File: src/dvg_pkg.sv
// constants and types for the dsp to vme bus glue
package dvg_pkg;
    // clock and timing
    localparam int CLK_PERIOD_NS = 25;
    localparam int IPL_DELAY_NS = 100;
    localparam int IPL_DELAY_CYC =
        (IPL_DELAY_NS + CLK_PERIOD_NS - 1) / CLK_PERIOD_NS;
    localparam int ROM_ACCESS_NS = 150;
    localparam int ROM_WAIT_CYC =
        (ROM_ACCESS_NS + CLK_PERIOD_NS - 1) / CLK_PERIOD_NS;
    localparam logic [3:0] ROM_WAIT_LAST = 4'(ROM_WAIT_CYC - 1);

    // widths
    localparam int DATA_W = 32;
    localparam int ADDR_W = 31;
    localparam int VME_ADDR_W = 24;

    // upper strobe segments, address bits 30:28 with bit 31 taken as one
    localparam int SEG_MSB = 30;
    localparam int SEG_LSB = 28;
    localparam logic [2:0] SEG_ROM = 3'h4;
    localparam logic [2:0] SEG_VME = 3'h5;
    localparam logic [2:0] SEG_REG = 3'h7;

    // register page: bits 27:17 common to both register sets
    localparam int PAGE_MSB = 27;
    localparam int PAGE_LSB = 17;
    localparam logic [10:0] REG_PAGE = 11'h7FE;

    // cycle status codes for data read and data write
    localparam logic [3:0] CST_READ = 4'h8;
    localparam logic [3:0] CST_WRITE = 4'hC;

    typedef enum logic [2:0] {
        BC_IDLE,
        BC_MASTER,
        BC_ROM,
        BC_READY,
        BC_WAIT_END,
        BC_SEIZE,
        BC_SLAVE_EN,
        BC_GRANT
    } dvg_bc_state_t;
endpackage

File: src/dvg_bus_glue.sv
// address decoder, bus-control sequencer and reset routing
`timescale 1ns/1ps
// Functional notes
// - route reset request, delayed copy to level0
// - bridge reset output resets all this logic
// - segment at 0D000 0000h maps to A24 zero
// - lower half strobe 0, upper half strobe 1
// - decode every strobe-1 cycle on the clock
// - read or write taken from status lines
// - address bits 28-30 split eight segments
// - five selects: vme rd/wr, reg rd/wr, rom
// - register sets at 0FFFC and 0FFFD pages
// - sequencer drives enables, grant and ready
// - sequencer clock is only a cycle reference
// - master select starts cycle, master enable on
// - size acks or bus error end master cycle
// - acks or error assert the ready output
// - only external ready, high between accesses
// - local bus request begins slave cycle
// - drop dsp and master enables before slave
// - grant only after bus fully seized
// - request release ends slave, enables restored
// - one set answers bridge, one holds dsp off
// - 32-bit words, no byte swapping
module dvg_bus_glue (
    // clock and reset (reset is the bridge reset output)
    input wire logic clk_i,
    input wire logic sys_rst_i,
    // reset routing
    input wire logic reset_req_i,
    output logic bridge_reset_input_o,
    output logic interrupt_level0_input_o,
    // dsp global bus
    input wire logic upper_half_strobe_n_i,
    input wire logic [3:0] cycle_status_i,
    input wire logic [dvg_pkg::ADDR_W-1:0] global_addr_i,
    input wire logic [dvg_pkg::DATA_W-1:0] dsp_data_i,
    output logic dsp_external_ready_n_o,
    output logic dsp_global_bus_enable_n_o,
    // decoder selects
    output logic vme_master_write_sel_n_o,
    output logic vme_master_read_sel_n_o,
    output logic bridge_reg_write_sel_n_o,
    output logic bridge_reg_read_sel_n_o,
    output logic boot_rom_read_sel_n_o,
    // bridge local bus
    input wire logic size_ack_0_n_i,
    input wire logic size_ack_1_n_i,
    input wire logic local_bus_error_n_i,
    input wire logic local_bus_request_n_i,
    input wire logic [dvg_pkg::DATA_W-1:0] bridge_data_i,
    output logic local_bus_grant_n_o,
    output logic master_seq_output_enable_n_o,
    output logic slave_seq_output_enable_n_o,
    output logic [dvg_pkg::VME_ADDR_W-1:0] vme_addr_o,
    output logic [dvg_pkg::DATA_W-1:0] data_to_bridge_o,
    output logic [dvg_pkg::DATA_W-1:0] data_to_dsp_o
);
    localparam int IPL_D = dvg_pkg::IPL_DELAY_CYC;

    // reset routing
    logic rst_fwd_q, rst_fwd_d;
    logic [IPL_D-1:0] ipl_dly_q, ipl_dly_d;

    // the level0 copy trails the forwarded request so the bridge sees
    // both inputs in the order its global reset needs
    always_comb begin
        rst_fwd_d = reset_req_i;
        ipl_dly_d = {ipl_dly_q[IPL_D-2:0], rst_fwd_q};
    end

    // these clear when the bridge answers; it has latched the request
    always_ff @(posedge clk_i or posedge sys_rst_i) begin
        if (sys_rst_i) begin
            rst_fwd_q <= 1'b0;
            ipl_dly_q <= '0;
        end else begin
            rst_fwd_q <= rst_fwd_d;
            ipl_dly_q <= ipl_dly_d;
        end
    end

    assign bridge_reset_input_o = rst_fwd_q;
    assign interrupt_level0_input_o = ipl_dly_q[IPL_D-1];

    // address decoder
    logic [4:0] sel_q, sel_d; // vme wr, vme rd, reg wr, reg rd, rom
    logic [dvg_pkg::VME_ADDR_W-1:0] vaddr_q, vaddr_d;
    logic [2:0] seg;
    logic is_rd, is_wr, reg_page;

    always_comb begin
        seg = global_addr_i[dvg_pkg::SEG_MSB:dvg_pkg::SEG_LSB];
        reg_page = global_addr_i[dvg_pkg::PAGE_MSB:dvg_pkg::PAGE_LSB]
            == dvg_pkg::REG_PAGE;
        is_rd = cycle_status_i == dvg_pkg::CST_READ;
        is_wr = cycle_status_i == dvg_pkg::CST_WRITE;
        sel_d = '0;
        vaddr_d = vaddr_q;
        if (!upper_half_strobe_n_i) begin
            case (seg)
                dvg_pkg::SEG_VME: begin
                    sel_d[4] = is_wr;
                    sel_d[3] = is_rd;
                    // base low bits are zero, so offset is the low field
                    vaddr_d = global_addr_i[dvg_pkg::VME_ADDR_W-1:0];
                end
                dvg_pkg::SEG_REG: begin
                    sel_d[2] = is_wr & reg_page;
                    sel_d[1] = is_rd & reg_page;
                    vaddr_d = global_addr_i[dvg_pkg::VME_ADDR_W-1:0];
                end
                dvg_pkg::SEG_ROM: sel_d[0] = is_rd;
                default: sel_d = '0;
            endcase
        end
    end

    always_ff @(posedge clk_i or posedge sys_rst_i) begin
        if (sys_rst_i) begin
            sel_q <= '0;
            vaddr_q <= '0;
        end else begin
            sel_q <= sel_d;
            vaddr_q <= vaddr_d;
        end
    end

    assign vme_master_write_sel_n_o = ~sel_q[4];
    assign vme_master_read_sel_n_o = ~sel_q[3];
    assign bridge_reg_write_sel_n_o = ~sel_q[2];
    assign bridge_reg_read_sel_n_o = ~sel_q[1];
    assign boot_rom_read_sel_n_o = ~sel_q[0];
    assign vme_addr_o = vaddr_q;

    // bus-control sequencer
    dvg_pkg::dvg_bc_state_t st_q, st_d;
    logic gbe_n_q, gbe_n_d, moe_n_q, moe_n_d, soe_n_q, soe_n_d;
    logic lbg_n_q, lbg_n_d, rdy_n_q, rdy_n_d;
    logic [3:0] wait_q, wait_d;
    logic master_sel, cycle_done;

    always_comb begin
        master_sel = |sel_q[4:1];
        cycle_done = (!size_ack_0_n_i && !size_ack_1_n_i)
            || !local_bus_error_n_i;
        st_d = st_q;
        wait_d = '0;
        gbe_n_d = 1'b0;
        moe_n_d = 1'b0;
        soe_n_d = 1'b1;
        lbg_n_d = 1'b1;
        rdy_n_d = 1'b1;
        case (st_q)
            dvg_pkg::BC_IDLE: begin
                // slave requests win only between dsp accesses, so a
                // master cycle in flight is never cut short
                if (!local_bus_request_n_i) begin
                    st_d = dvg_pkg::BC_SEIZE;
                end else if (master_sel) begin
                    st_d = dvg_pkg::BC_MASTER;
                end else if (sel_q[0]) begin
                    st_d = dvg_pkg::BC_ROM;
                end
            end
            dvg_pkg::BC_MASTER: begin
                if (cycle_done) begin
                    st_d = dvg_pkg::BC_READY;
                end
            end
            dvg_pkg::BC_ROM: begin
                wait_d = wait_q + 4'h1;
                if (wait_q == dvg_pkg::ROM_WAIT_LAST) begin
                    st_d = dvg_pkg::BC_READY;
                end
            end
            dvg_pkg::BC_READY: st_d = dvg_pkg::BC_WAIT_END;
            dvg_pkg::BC_WAIT_END: begin
                if (sel_q == '0) begin
                    st_d = dvg_pkg::BC_IDLE;
                end
            end
            dvg_pkg::BC_SEIZE: begin
                st_d = dvg_pkg::BC_IDLE;
                if (!local_bus_request_n_i) begin
                    st_d = dvg_pkg::BC_SLAVE_EN;
                end
            end
            dvg_pkg::BC_SLAVE_EN: begin
                st_d = dvg_pkg::BC_IDLE;
                if (!local_bus_request_n_i) begin
                    st_d = dvg_pkg::BC_GRANT;
                end
            end
            dvg_pkg::BC_GRANT: begin
                if (local_bus_request_n_i) begin
                    st_d = dvg_pkg::BC_IDLE;
                end
            end
            default: st_d = dvg_pkg::BC_IDLE;
        endcase
        // outputs follow the next state so they leave flip-flops
        case (st_d)
            dvg_pkg::BC_READY: rdy_n_d = 1'b0;
            dvg_pkg::BC_SEIZE: begin
                gbe_n_d = 1'b1;
                moe_n_d = 1'b1;
            end
            dvg_pkg::BC_SLAVE_EN: begin
                gbe_n_d = 1'b1;
                moe_n_d = 1'b1;
                soe_n_d = 1'b0;
            end
            dvg_pkg::BC_GRANT: begin
                gbe_n_d = 1'b1;
                moe_n_d = 1'b1;
                soe_n_d = 1'b0;
                lbg_n_d = 1'b0;
            end
            default: begin
                gbe_n_d = 1'b0;
                moe_n_d = 1'b0;
            end
        endcase
    end

    always_ff @(posedge clk_i or posedge sys_rst_i) begin
        if (sys_rst_i) begin
            st_q <= dvg_pkg::BC_IDLE;
            wait_q <= '0;
            gbe_n_q <= 1'b0;
            moe_n_q <= 1'b0;
            soe_n_q <= 1'b1;
            lbg_n_q <= 1'b1;
            rdy_n_q <= 1'b1;
        end else begin
            st_q <= st_d;
            wait_q <= wait_d;
            gbe_n_q <= gbe_n_d;
            moe_n_q <= moe_n_d;
            soe_n_q <= soe_n_d;
            lbg_n_q <= lbg_n_d;
            rdy_n_q <= rdy_n_d;
        end
    end

    assign dsp_global_bus_enable_n_o = gbe_n_q;
    assign master_seq_output_enable_n_o = moe_n_q;
    assign slave_seq_output_enable_n_o = soe_n_q;
    assign local_bus_grant_n_o = lbg_n_q;
    assign dsp_external_ready_n_o = rdy_n_q;

    // data path: whole words, bit 0 stays bit 0 both ways
    logic [dvg_pkg::DATA_W-1:0] to_br_q, to_br_d, to_dsp_q, to_dsp_d;

    always_comb begin
        to_br_d = dsp_data_i;
        to_dsp_d = bridge_data_i;
    end

    always_ff @(posedge clk_i or posedge sys_rst_i) begin
        if (sys_rst_i) begin
            to_br_q <= '0;
            to_dsp_q <= '0;
        end else begin
            to_br_q <= to_br_d;
            to_dsp_q <= to_dsp_d;
        end
    end

    assign data_to_bridge_o = to_br_q;
    assign data_to_dsp_o = to_dsp_q;
endmodule

File: config.mk
export PLATFORM = sky130hd
export DESIGN_NAME = dvg_bus_glue
export DESIGN_NICKNAME = d
export VERILOG_FILES = /design/src/dvg_pkg.sv /design/src/dvg_bus_glue.sv
export SDC_FILE = /design/constraint.sdc
export NUM_CORES = 1
export LEC_CHECK = 0
export BUFFER_PORTS_ARGS = -buffer_cell sky130_fd_sc_hd__buf_2
export CORE_ASPECT_RATIO = 0.75
export CORE_MARGIN = 2
export CORE_UTILIZATION = 42
export CTS_CLUSTER_DIAMETER = 80
export DETAILED_ROUTE_END_ITERATION = 8
export HOLD_SLACK_MARGIN = 0.1
export PLACE_DENSITY = 0.89
export RECOVER_POWER = 25
export SLEW_MARGIN = 0
export SYNTH_ARGS = -nofsm -noshare
export SYNTH_HDL_FRONTEND = slang
export SYNTH_SLANG_ARGS = --single-unit
File: constraint.sdc
create_clock -name clk_i -period 4.6 [get_ports clk_i]
set_input_delay 0.69 -clock clk_i [delete_from_list [all_inputs] [get_ports clk_i]]
set_output_delay 0.69 -clock clk_i [all_outputs]
set_load 0.005 [all_outputs]
==> results of run 1 <==
## cell families after synthesis
kind of cell / after synthesis / share of synthesized area, %
flip-flops: 109 / 79.8
AND/OR/NAND/NOR: 35 / 6.15
multiplexers: 23 / 7.57
buffers and inverters: 14 / 1.94
AO/OA/AOI/OAI: 11 / 3.26
XOR/XNOR: 2 / 0.512
adder cells (fa/ha/maj): 2 / 0.731
## Yosys cell counts (all sizes together) (2+ instances only)
| master | count | share of area [%] |
|---|---|---|
| dfrtp | 106 | 78 |
| mux2 | 23 | 7.6 |
| inv | 10 | 1.1 |
| nor2 | 9 | 0.99 |
| nand2 | 7 | 0.77 |
| buf | 4 | 0.84 |
| dfstp | 3 | 2.3 |
| nand3 | 3 | 0.44 |
| nor3b | 3 | 0.66 |
| a221oi | 2 | 0.88 |
| a311oi | 2 | 0.69 |
| and2b | 2 | 0.55 |
| ha | 2 | 0.73 |
| nand3b | 2 | 0.44 |
| nand4b | 2 | 0.51 |
| nor4 | 2 | 0.80 |
## routing by layer
layer,global-route usage (%),share of wire [%],vias up,wire (µm)
met3,6.51,8.7,15,704
met5,0,0,-,0
met2,33.6,53,118,4240
met1,21.2,37,1141,2990
li1,-,-,1078,-
met4,6.54,1.5,0,123
## power groups by stage
stage	clock network, mW	logic, mW	registers [mW]
2_1_floorplan	0	0.194	1.14
3_3_place_gp	0	0.334	1.14
3_5_place_dp	0	0.351	1.15
4_1_cts	0.615	0.353	1.13
5_1_grt	0.650	0.376	1.14
6_report	0.590	0.340	1.13
## registers in the layout (all words and copies together), names as in the netlist, 3 cells and up
signal,flops
sel_q,5
st_q,3
ipl_dly_q,4
data_to_bridge_o,32
data_to_dsp_o,32
wait_q,4
vme_addr_o,24
## worst paths after layout
| path | to | startpoint |
|---|---|---|
| worst max-delay path | slave_seq_output_enable_n_o | sys_rst_i |
| worst min-delay path | ipl_dly_q[1] | ipl_dly_q[0] |
| worst max register to register | master_seq_output_enable_n_o | st_q[1] |
| worst min register to register | ipl_dly_q[1] | ipl_dly_q[0] |
| max in group clk_i | vme_addr_o[3] | upper_half_strobe_n_i |
| min in group asynchronous | data_to_dsp_o[4] | sys_rst_i |
## worst register-to-register path, cell delays in order, from the launching register on
cell	delay, ns
dfrtp_1	0.50
or2_0	0.33
a311oi_1	0.34
a221oi_2	0.09
o21ba_1	0.24
## per-stage QoR
| stage | area, µm² | power (mW) |
|---|---|---|
| after CTS | 4770 | 2.10 |
| after global routing | 4770 | 2.17 |
| after detailed placement | 4560 | 1.50 |
| after floorplan | 3420 | 1.33 |
| after global placement | 4560 | 1.47 |
| final | 4770 | 2.06 |
## cell type report
cell class / instances / area [µm²]
inverters: 10 / 38.8
multi-input cells: 73 / 618
flip-flops and latches: 109 / 2730
clock buffers: 10 / 128
well taps: 105 / 131
repair buffers: 207 / 1040
fillers: 660 / 3120
clock inverters: 6 / 81.3
==> flow_summary.ini, run 1 <==
[final_layout]
final_cells = 520
insertedDiodeCount = 0
final_common_cell = buf_2
final_cell_mix = 205 x buf_2, 106 x dfrtp_1, 17 x mux2_2
fin_util_pct = 60.5
fin_nets = 519
final_layout_size_suffix_gt1_share_pct = 59.8
areaGrowthSynthToFinish_pct = 39.3

[placement]
place.gp.congestion = 0.781
place_ws_ns = 2.15
place_inst = 504
dp_hpwl_um = 6310
numPortBuffers = 206

[sta]
fmax_ghz = 0.361
fin_tns_setup_ns = 0
relSlewSlack_pct = -108
slew_viol_final = 75
worst_pin_slew_ns = 3.10
skew_ns = 0.00483
finalSetupViolations = 0
fin_crit_ns = 2.77
post-route-period-util_pct = 60.2
rsz0062_at_grt = false
fin_ws_ns = 1.83
hold_ws_ns = 0.355
hold_viol = 0

[run]
max_cap_violations = 1

[grt]
grt_pass1_wl_um = 12200
grt_pass1_vias = 2433
gr-total-overflow = 0
antenna_found_initial = 0
gr-usage-all-layers_pct = 18.8
grt_max_degree = 75

[worst_setup_path]
cp_slowest_stage_delay_ns = 1.73
ff2ff_setup_slack_ns = 3.04
cp.arrival_ns = 3.24
rr_worst_depth = 4
cp.required_ns = 5.07
cp_num_buf_inv = 3
start_kind = input port
crit_chain = buf_2 > clkinvlp_2 > buf_4
crit_type = input port to async pin
cp_slowest_cell = clkinvlp_2
cp_max_fo = 74
critPathCaptureType = async pin
critPathTopFamily = buffers and inverters
cp.depth = 3

[yosys]
yosysSeqAreaShare_pct = 79.8
yosysWarnings = 0
syn-num-nets = 305
synth_ff_type = dfrtp_1
synth_enable_flop_cells = 0
synth_cells = 196
netlist_area_mm2 = 0.00342
synthArstFlopShare_pct = 100
avgSynthCellArea_um2 = 17.5
synth_cell_type_count = 36
synth-seq-cells = 109

[power]
p_sw_share_pct = 27.0
pwr-share-clk_pct = 28.6
p_sw_uw = 556
comb_power_share_pct = 16.5
p_leak_nw = 2.44
p_int_mw = 1.50
power.density_mw_per_mm2 = 432
pwr-share-seq_pct = 54.8
irDropWorstVdd_mv = 0.204

[floorplan]
die_area_mm2 = 0.00889
core-area_mm2 = 0.00788
die-width_um = 108
start_util_pct = 43.4
ios = 207
chipHeight_um = 82.2
rows = 28

[clock_network]
numCtsBuffers = 9
hold_buffers = 0
worstSkewPairLatency_ns = 0.36
cts-root-buf = clkbuf_8
ctsResizeCount = 0
cts.clk_slew.worst_paths_ns = 0.10
cts.path.max_buffers = 2
cts_sinks = 109
cts_setup_buffers = 0
h-tree-depth = 3
cts_tree = yes

[hold_path]
hold_depth = 0
min_path_type = flop to flop

[routing]
vias_per_cell = 4.52
dr.first_iter.drc_count = 61
firstDrtPassIters = 4
wl_um = 8060
drc = 0
route.vias.total = 2352
ant_nets = 0
wl_per_cell_um = 15.5

[status]
status = complete, but fails checks
violations = capacitance limit, slew limit
No activity file was read; power rests on OpenSTA's default activity.
==> run 2, diff against run 1 <==
Settings changed: ABC_AREA from default to 1, CORE_UTILIZATION 42 to 38, PLACE_DENSITY 0.89 to 0.85.
Clock period 4.6 ns to 2.4 ns, I/O delays scaled along.
==> flow_summary.ini, run 2 <==
[yosys]
post-synth-top-count-cell = dfrtp_1
synth.top_cells.by_count = 106 x dfrtp_1, 94 x nand2_1, 28 x inv_1
synth_xor_area_share_pct = 0.254
synth_largest_area_cell = dfrtp_1
synth_cells = 281
synth_top_family_by_area = simple AND/OR/NAND/NOR gates
synth-simple-area-share_pct = 15.2
yosysSeqAreaShare_pct = 79.2
netlist.area_leader.share_pct = 76.9
synth-compound-area-share_pct = 0.725
synth_cell_type_count = 19
synth-adder-area-share_pct = 0.725
synthArstFlopShare_pct = 100
yosysWarnings = 0
netlist_area_mm2 = 0.00345
synthTopCellsByArea = dfrtp_1 77%, nand2_1 10%, inv_1 3.0%
synth_enable_flop_cells = 0
avgSynthCellArea_um2 = 12.3
synth_ff_type = dfrtp_1
muxShareOfSynthArea_pct = 0
syn-num-nets = 390
synth-seq-cells = 109

[clock_network]
cts-root-buf = clkbuf_16
hold_buffers = 0
cts_sinks = 109
numCtsBuffers = 9
cts_tree = yes
h-tree-depth = 3
ctsResizeCount = 0
worstSkewPairLatency_ns = 0.33
cts.clk_slew.worst_paths_ns = 0.07
cts.path.max_buffers = 2
cts_setup_buffers = 0

[power]
comb_power_share_pct = 14.6
irDropWorstVdd_mv = 0.542
p_int_mw = 3.11
p_sw_share_pct = 26.1
p_leak_nw = 2.72
power.density_mw_per_mm2 = 857
p_sw_mw = 1.10
pwr-share-clk_pct = 34.6
pwr-share-seq_pct = 50.8

[run]
max_cap_violations = 0

[worst_setup_path]
cp.arrival_ns = 0.95
rr_worst_depth = 8
cp.depth = 1
start_kind = flop
crit_path_end = local_bus_grant_n_o
ff2ff_setup_slack_ns = 1.14
critPathTopFamily = flip-flops
cp_slowest_stage_delay_ns = 0.52
cp_slowest_cell = dfstp_2
critPathCaptureType = primary output
crit_type = flop to primary output
crit_chain = buf_2
r2r-end = dsp_external_ready_n_o
regToRegStartpoint = st_q[2]
cp_max_fo = 1
cp.required_ns = 2.04
cp_num_buf_inv = 1
crit_start = local_bus_grant_n_o

[sta]
hold_viol = 0
fin_tns_setup_ns = 0
fin_crit_ns = 1.31
rsz0062_at_grt = false
post-route-period-util_pct = 54.5
hold_ws_ns = 0.126
worst_pin_slew_ns = 1.02
skew_ns = 0.00317
finalSetupViolations = 0
relSlewSlack_pct = 32.3
slew_viol_final = 0
fmax_ghz = 0.764

[routing]
ant_nets = 0
drc = 0
wl_per_cell_um = 13.2
firstDrtPassIters = 4
wl_um = 8080
dr.first_iter.drc_count = 117
vias_per_cell = 4.34
route.vias.total = 2658

[placement]
numPortBuffers = 206
place.gp.congestion = 0.793
dp_hpwl_um = 6330

[final_layout]
insertedDiodeCount = 0
fin_nets = 605
final_layout_size_suffix_gt1_share_pct = 46.0
final_cell_mix = 205 x buf_2, 106 x dfrtp_1, 94 x nand2_1, 27 x inv_1, 16 x nor2_1
areaGrowthSynthToFinish_pct = 42.3
n_fill_cell = 765
final_common_cell = buf_2

[status]
status = complete, no violations

[floorplan]
die_area_mm2 = 0.00987
start_util_pct = 38.6
chipHeight_um = 86.5
rows = 30
ios = 207
die-width_um = 114
core-area_mm2 = 0.00893

[grt]
grt_pass1_wl_um = 12200
grt_pass1_vias = 2624
gr-usage-all-layers_pct = 16.1
antenna_found_initial = 0
grt_max_degree = 67
gr-total-overflow = 0

[hold_path]
min_path_type = input port to flop
-- run 2: logic make-up (layout without fill, tap and decap cells) --
| kind of cell | Yosys count | in the layout |
|---|---|---|
| AOI/OAI and AO/OA | 5 | 5 |
| buffers and inverters | 34 | 253 |
| adders and majority gates | 2 | 2 |
| xor gates and xnor gates | 1 | 1 |
| and+or+nand+nor | 130 | 130 |
| DFF | 109 | 109 |
-- run 2: area by class of cell --
cell class,count,area [µm²],share of cell area [%]
timing repair buffer,209,1050,21.4
clock buffer,9,225,4.58
sequential,109,2730,55.6
tap,112,140,2.85
clock inverter,6,72.6,1.48
multi-input combinational,138,583,11.9
inverter,29,110,2.24
-- run 2: worst min path at each step --
stage / cells past startpoint / to / from
2_1_floorplan: 0 / ipl_dly_q[1] / ipl_dly_q[0]
3_3_place_gp: 0 / ipl_dly_q[1] / ipl_dly_q[0]
4_1_cts: 1 / data_to_bridge_o[21] / dsp_data_i[21]
5_1_grt: 1 / data_to_dsp_o[8] / bridge_data_i[8]
6_report: 1 / data_to_bridge_o[13] / dsp_data_i[13]
3_5_place_dp: 0 / ipl_dly_q[3] / ipl_dly_q[2]
-- run 2: power by group through the flow --
stage / Combinational (mW) / Clock (mW) / Sequential [mW]
finish: 0.614 / 1.46 / 2.14
global placement: 0.591 / 0 / 2.17
detailed placement: 0.623 / 0 / 2.17
global route: 0.711 / 1.57 / 2.16
floorplan: 0.303 / 0 / 2.17
CTS: 0.625 / 1.50 / 2.14
-- run 2: metal layers --
layer | wire [µm] | GRT usage [%] | vias to the layer above
met4 | 48 | 3.99 | 0
met5 | 0 | 0 | -
li1 | - | - | 1276
met2 | 4200 | 27.9 | 110
met3 | 579 | 5.10 | 5
met1 | 3260 | 19.7 | 1267
-- run 2: through the flow --
stage | instances | cell area (µm²) | power [mW] | worst slack [ns] | utilization, %
2_1_floorplan | 281 | 3450 | 2.48 | 0.727 | -
3_3_place_gp | 597 | 4620 | 2.76 | 0.986 | 51.7
3_5_place_dp | 597 | 4620 | 2.79 | 0.872 | 51.7
4_1_cts | 612 | 4920 | 4.26 | 1.07 | 55.1
5_1_grt | 612 | 4910 | 4.44 | 1.03 | 55.0
6_report | 612 | 4910 | 4.21 | 1.09 | 55.0
==> run 3, diff against run 2 <==
Clock period 2.4 ns to 1.08 ns, I/O delays scaled along.
==> flow_summary.ini, run 3 (synthesis results as in run 2) <==
[final_layout]
final_cell_mix = 195 x buf_2, 103 x dfrtp_1, 92 x dlygate4sd3_1, 90 x nand2_1, 20 x inv_1
fin_nets = 711
areaGrowthSynthToFinish_pct = 75.4
fin_util_pct = 67.7
final_common_cell = buf_2
final_layout_size_suffix_gt1_share_pct = 43.5
final_cells = 720
final_area_mm2 = 0.00605

[clock_network]
cts.clk_slew.worst_paths_ns = 0.08
cts_sinks = 109
cts_tree = yes
numCtsBuffers = 9
cts-root-buf = clkbuf_16
h-tree-depth = 3
worstSkewPairLatency_ns = 0.33
cts.path.max_buffers = 2

[routing]
wl_per_cell_um = 16.1
firstDrtPassIters = 4
ant_nets = 0
route.vias.total = 3296
dr.first_iter.drc_count = 170
vias_per_cell = 4.58
drc = 0
wl_um = 11600

[power]
power.total_mw = 10.1
power.density_mw_per_mm2 = 1670
irDropWorstVdd_mv = 1.30
p_leak_nw = 3.19

[sta]
fmax_ghz = 0.855
fin_ws_ns = -0.0897
skew_ns = 0.00264
fin_tns_setup_ns = -0.245
slew_viol_final = 0
hold_ws_ns = 0.115
post-route-period-util_pct = 108
finalSetupViolations = 6
hold_viol = 0
worst_pin_slew_ns = 0.517
rsz0062_at_grt = true
relSlewSlack_pct = 65.3
fin_crit_ns = 1.17

[grt]
grt_max_degree = 37
gr-usage-all-layers_pct = 23.2
grt_pass1_vias = 3569
antenna_found_initial = 0
gr-total-overflow = 0
grt_pass1_wl_um = 17100

[worst_setup_path]
cp_slowest_stage_delay_ns = 0.47
cp_slowest_cell = dfrtp_2
crit_start = st_q[1]
critPathMostFrequentCell = nand2_1
ff2ff_setup_slack_ns = -0.09
crit_chain = nor2_1 > inv_1 > nand2_1 > inv_1 > nand2_1 > nand2_2 > nor2_1 > nand2_1
cp.required_ns = 1.35
rr_worst_depth = 8
cp_max_fo = 7
regToRegStartpoint = st_q[1]
cp.depth = 8
cp.arrival_ns = 1.44
start_kind = flop
cp_num_buf_inv = 2
crit_path_end = dsp_external_ready_n_o
critPathCaptureType = flop
crit_type = flop to flop
critPathTopFamily = simple AND/OR/NAND/NOR gates
r2r-end = dsp_external_ready_n_o

[placement]
place_inst = 602
place_ws_ns = -0.101
place.gp.congestion = 0.771
numPortBuffers = 206
place_area_mm2 = 0.00470
dp_hpwl_um = 6430

[floorplan]
die-width_um = 114
rows = 30
core-area_mm2 = 0.00893
ios = 207
start_util_pct = 38.6
chipHeight_um = 86.5
die_area_mm2 = 0.00987

[status]
violations = setup timing
status = complete, but fails checks

[run]
max_cap_violations = 0

[hold_path]
min_path_type = input port to flop
min_from = global_addr_i[18]
[run 3: how the worst min path moves through the flow]
stage	endpoint	slack [ns]	cells past startpoint
global placement	data_to_dsp_o[26]	0.12	2
finish	vme_addr_o[18]	0.11	3
floorplan	bridge_reset_input_o	0.19	0
CTS	vme_addr_o[18]	0.10	3
detailed placement	data_to_dsp_o[26]	0.12	2
global route	sel_q[0]	0.12	3
[run 3: cell type report]
type / instances / area (µm²)
Sequential cell: 109 / 2740
Clock inverter: 6 / 62.6
Clock buffer: 10 / 229
Antenna cell: 1 / 2.50
Tap cell: 112 / 140
Fill cell: 652 / 2880
Timing Repair Buffer: 315 / 2130
Multi-Input combinational cell: 138 / 638
Inverter: 29 / 110
[run 3: power by group]
part           switching, mW  internal [mW]  leakage [nW]
combinational           1.03           1.09          1.74
sequential             0.300           4.51          1.31
clock                   1.56           1.63         0.143
total                   2.89           7.24          3.19
[run 3: repair_timing]
action	CTS	global route
cloned	0	0
pin swaps	4	7
hold endpoints to repair	197	0
setup endpoints to repair	9	19
buffers inserted	4	5
hold buffers	92	0
gates resized for setup	9	22
[run 3: layer usage]
layer	routed length, µm	share of wire [%]	up-vias	global-route usage [%]
met3	799	6.9	49	7.27
met5	0	0	-	0
li1	-	-	1494	-
met4	539	4.6	0	13.3
met2	6370	55	174	42.8
met1	3910	34	1579	23.2
[run 3: worst register-to-register path: cells and delay by family, from the launching register on]
family	cells	cell delay [ns]
buffers and inverters	2	0.11
DFF	1	0.47
and+or+nand+nor	6	0.53
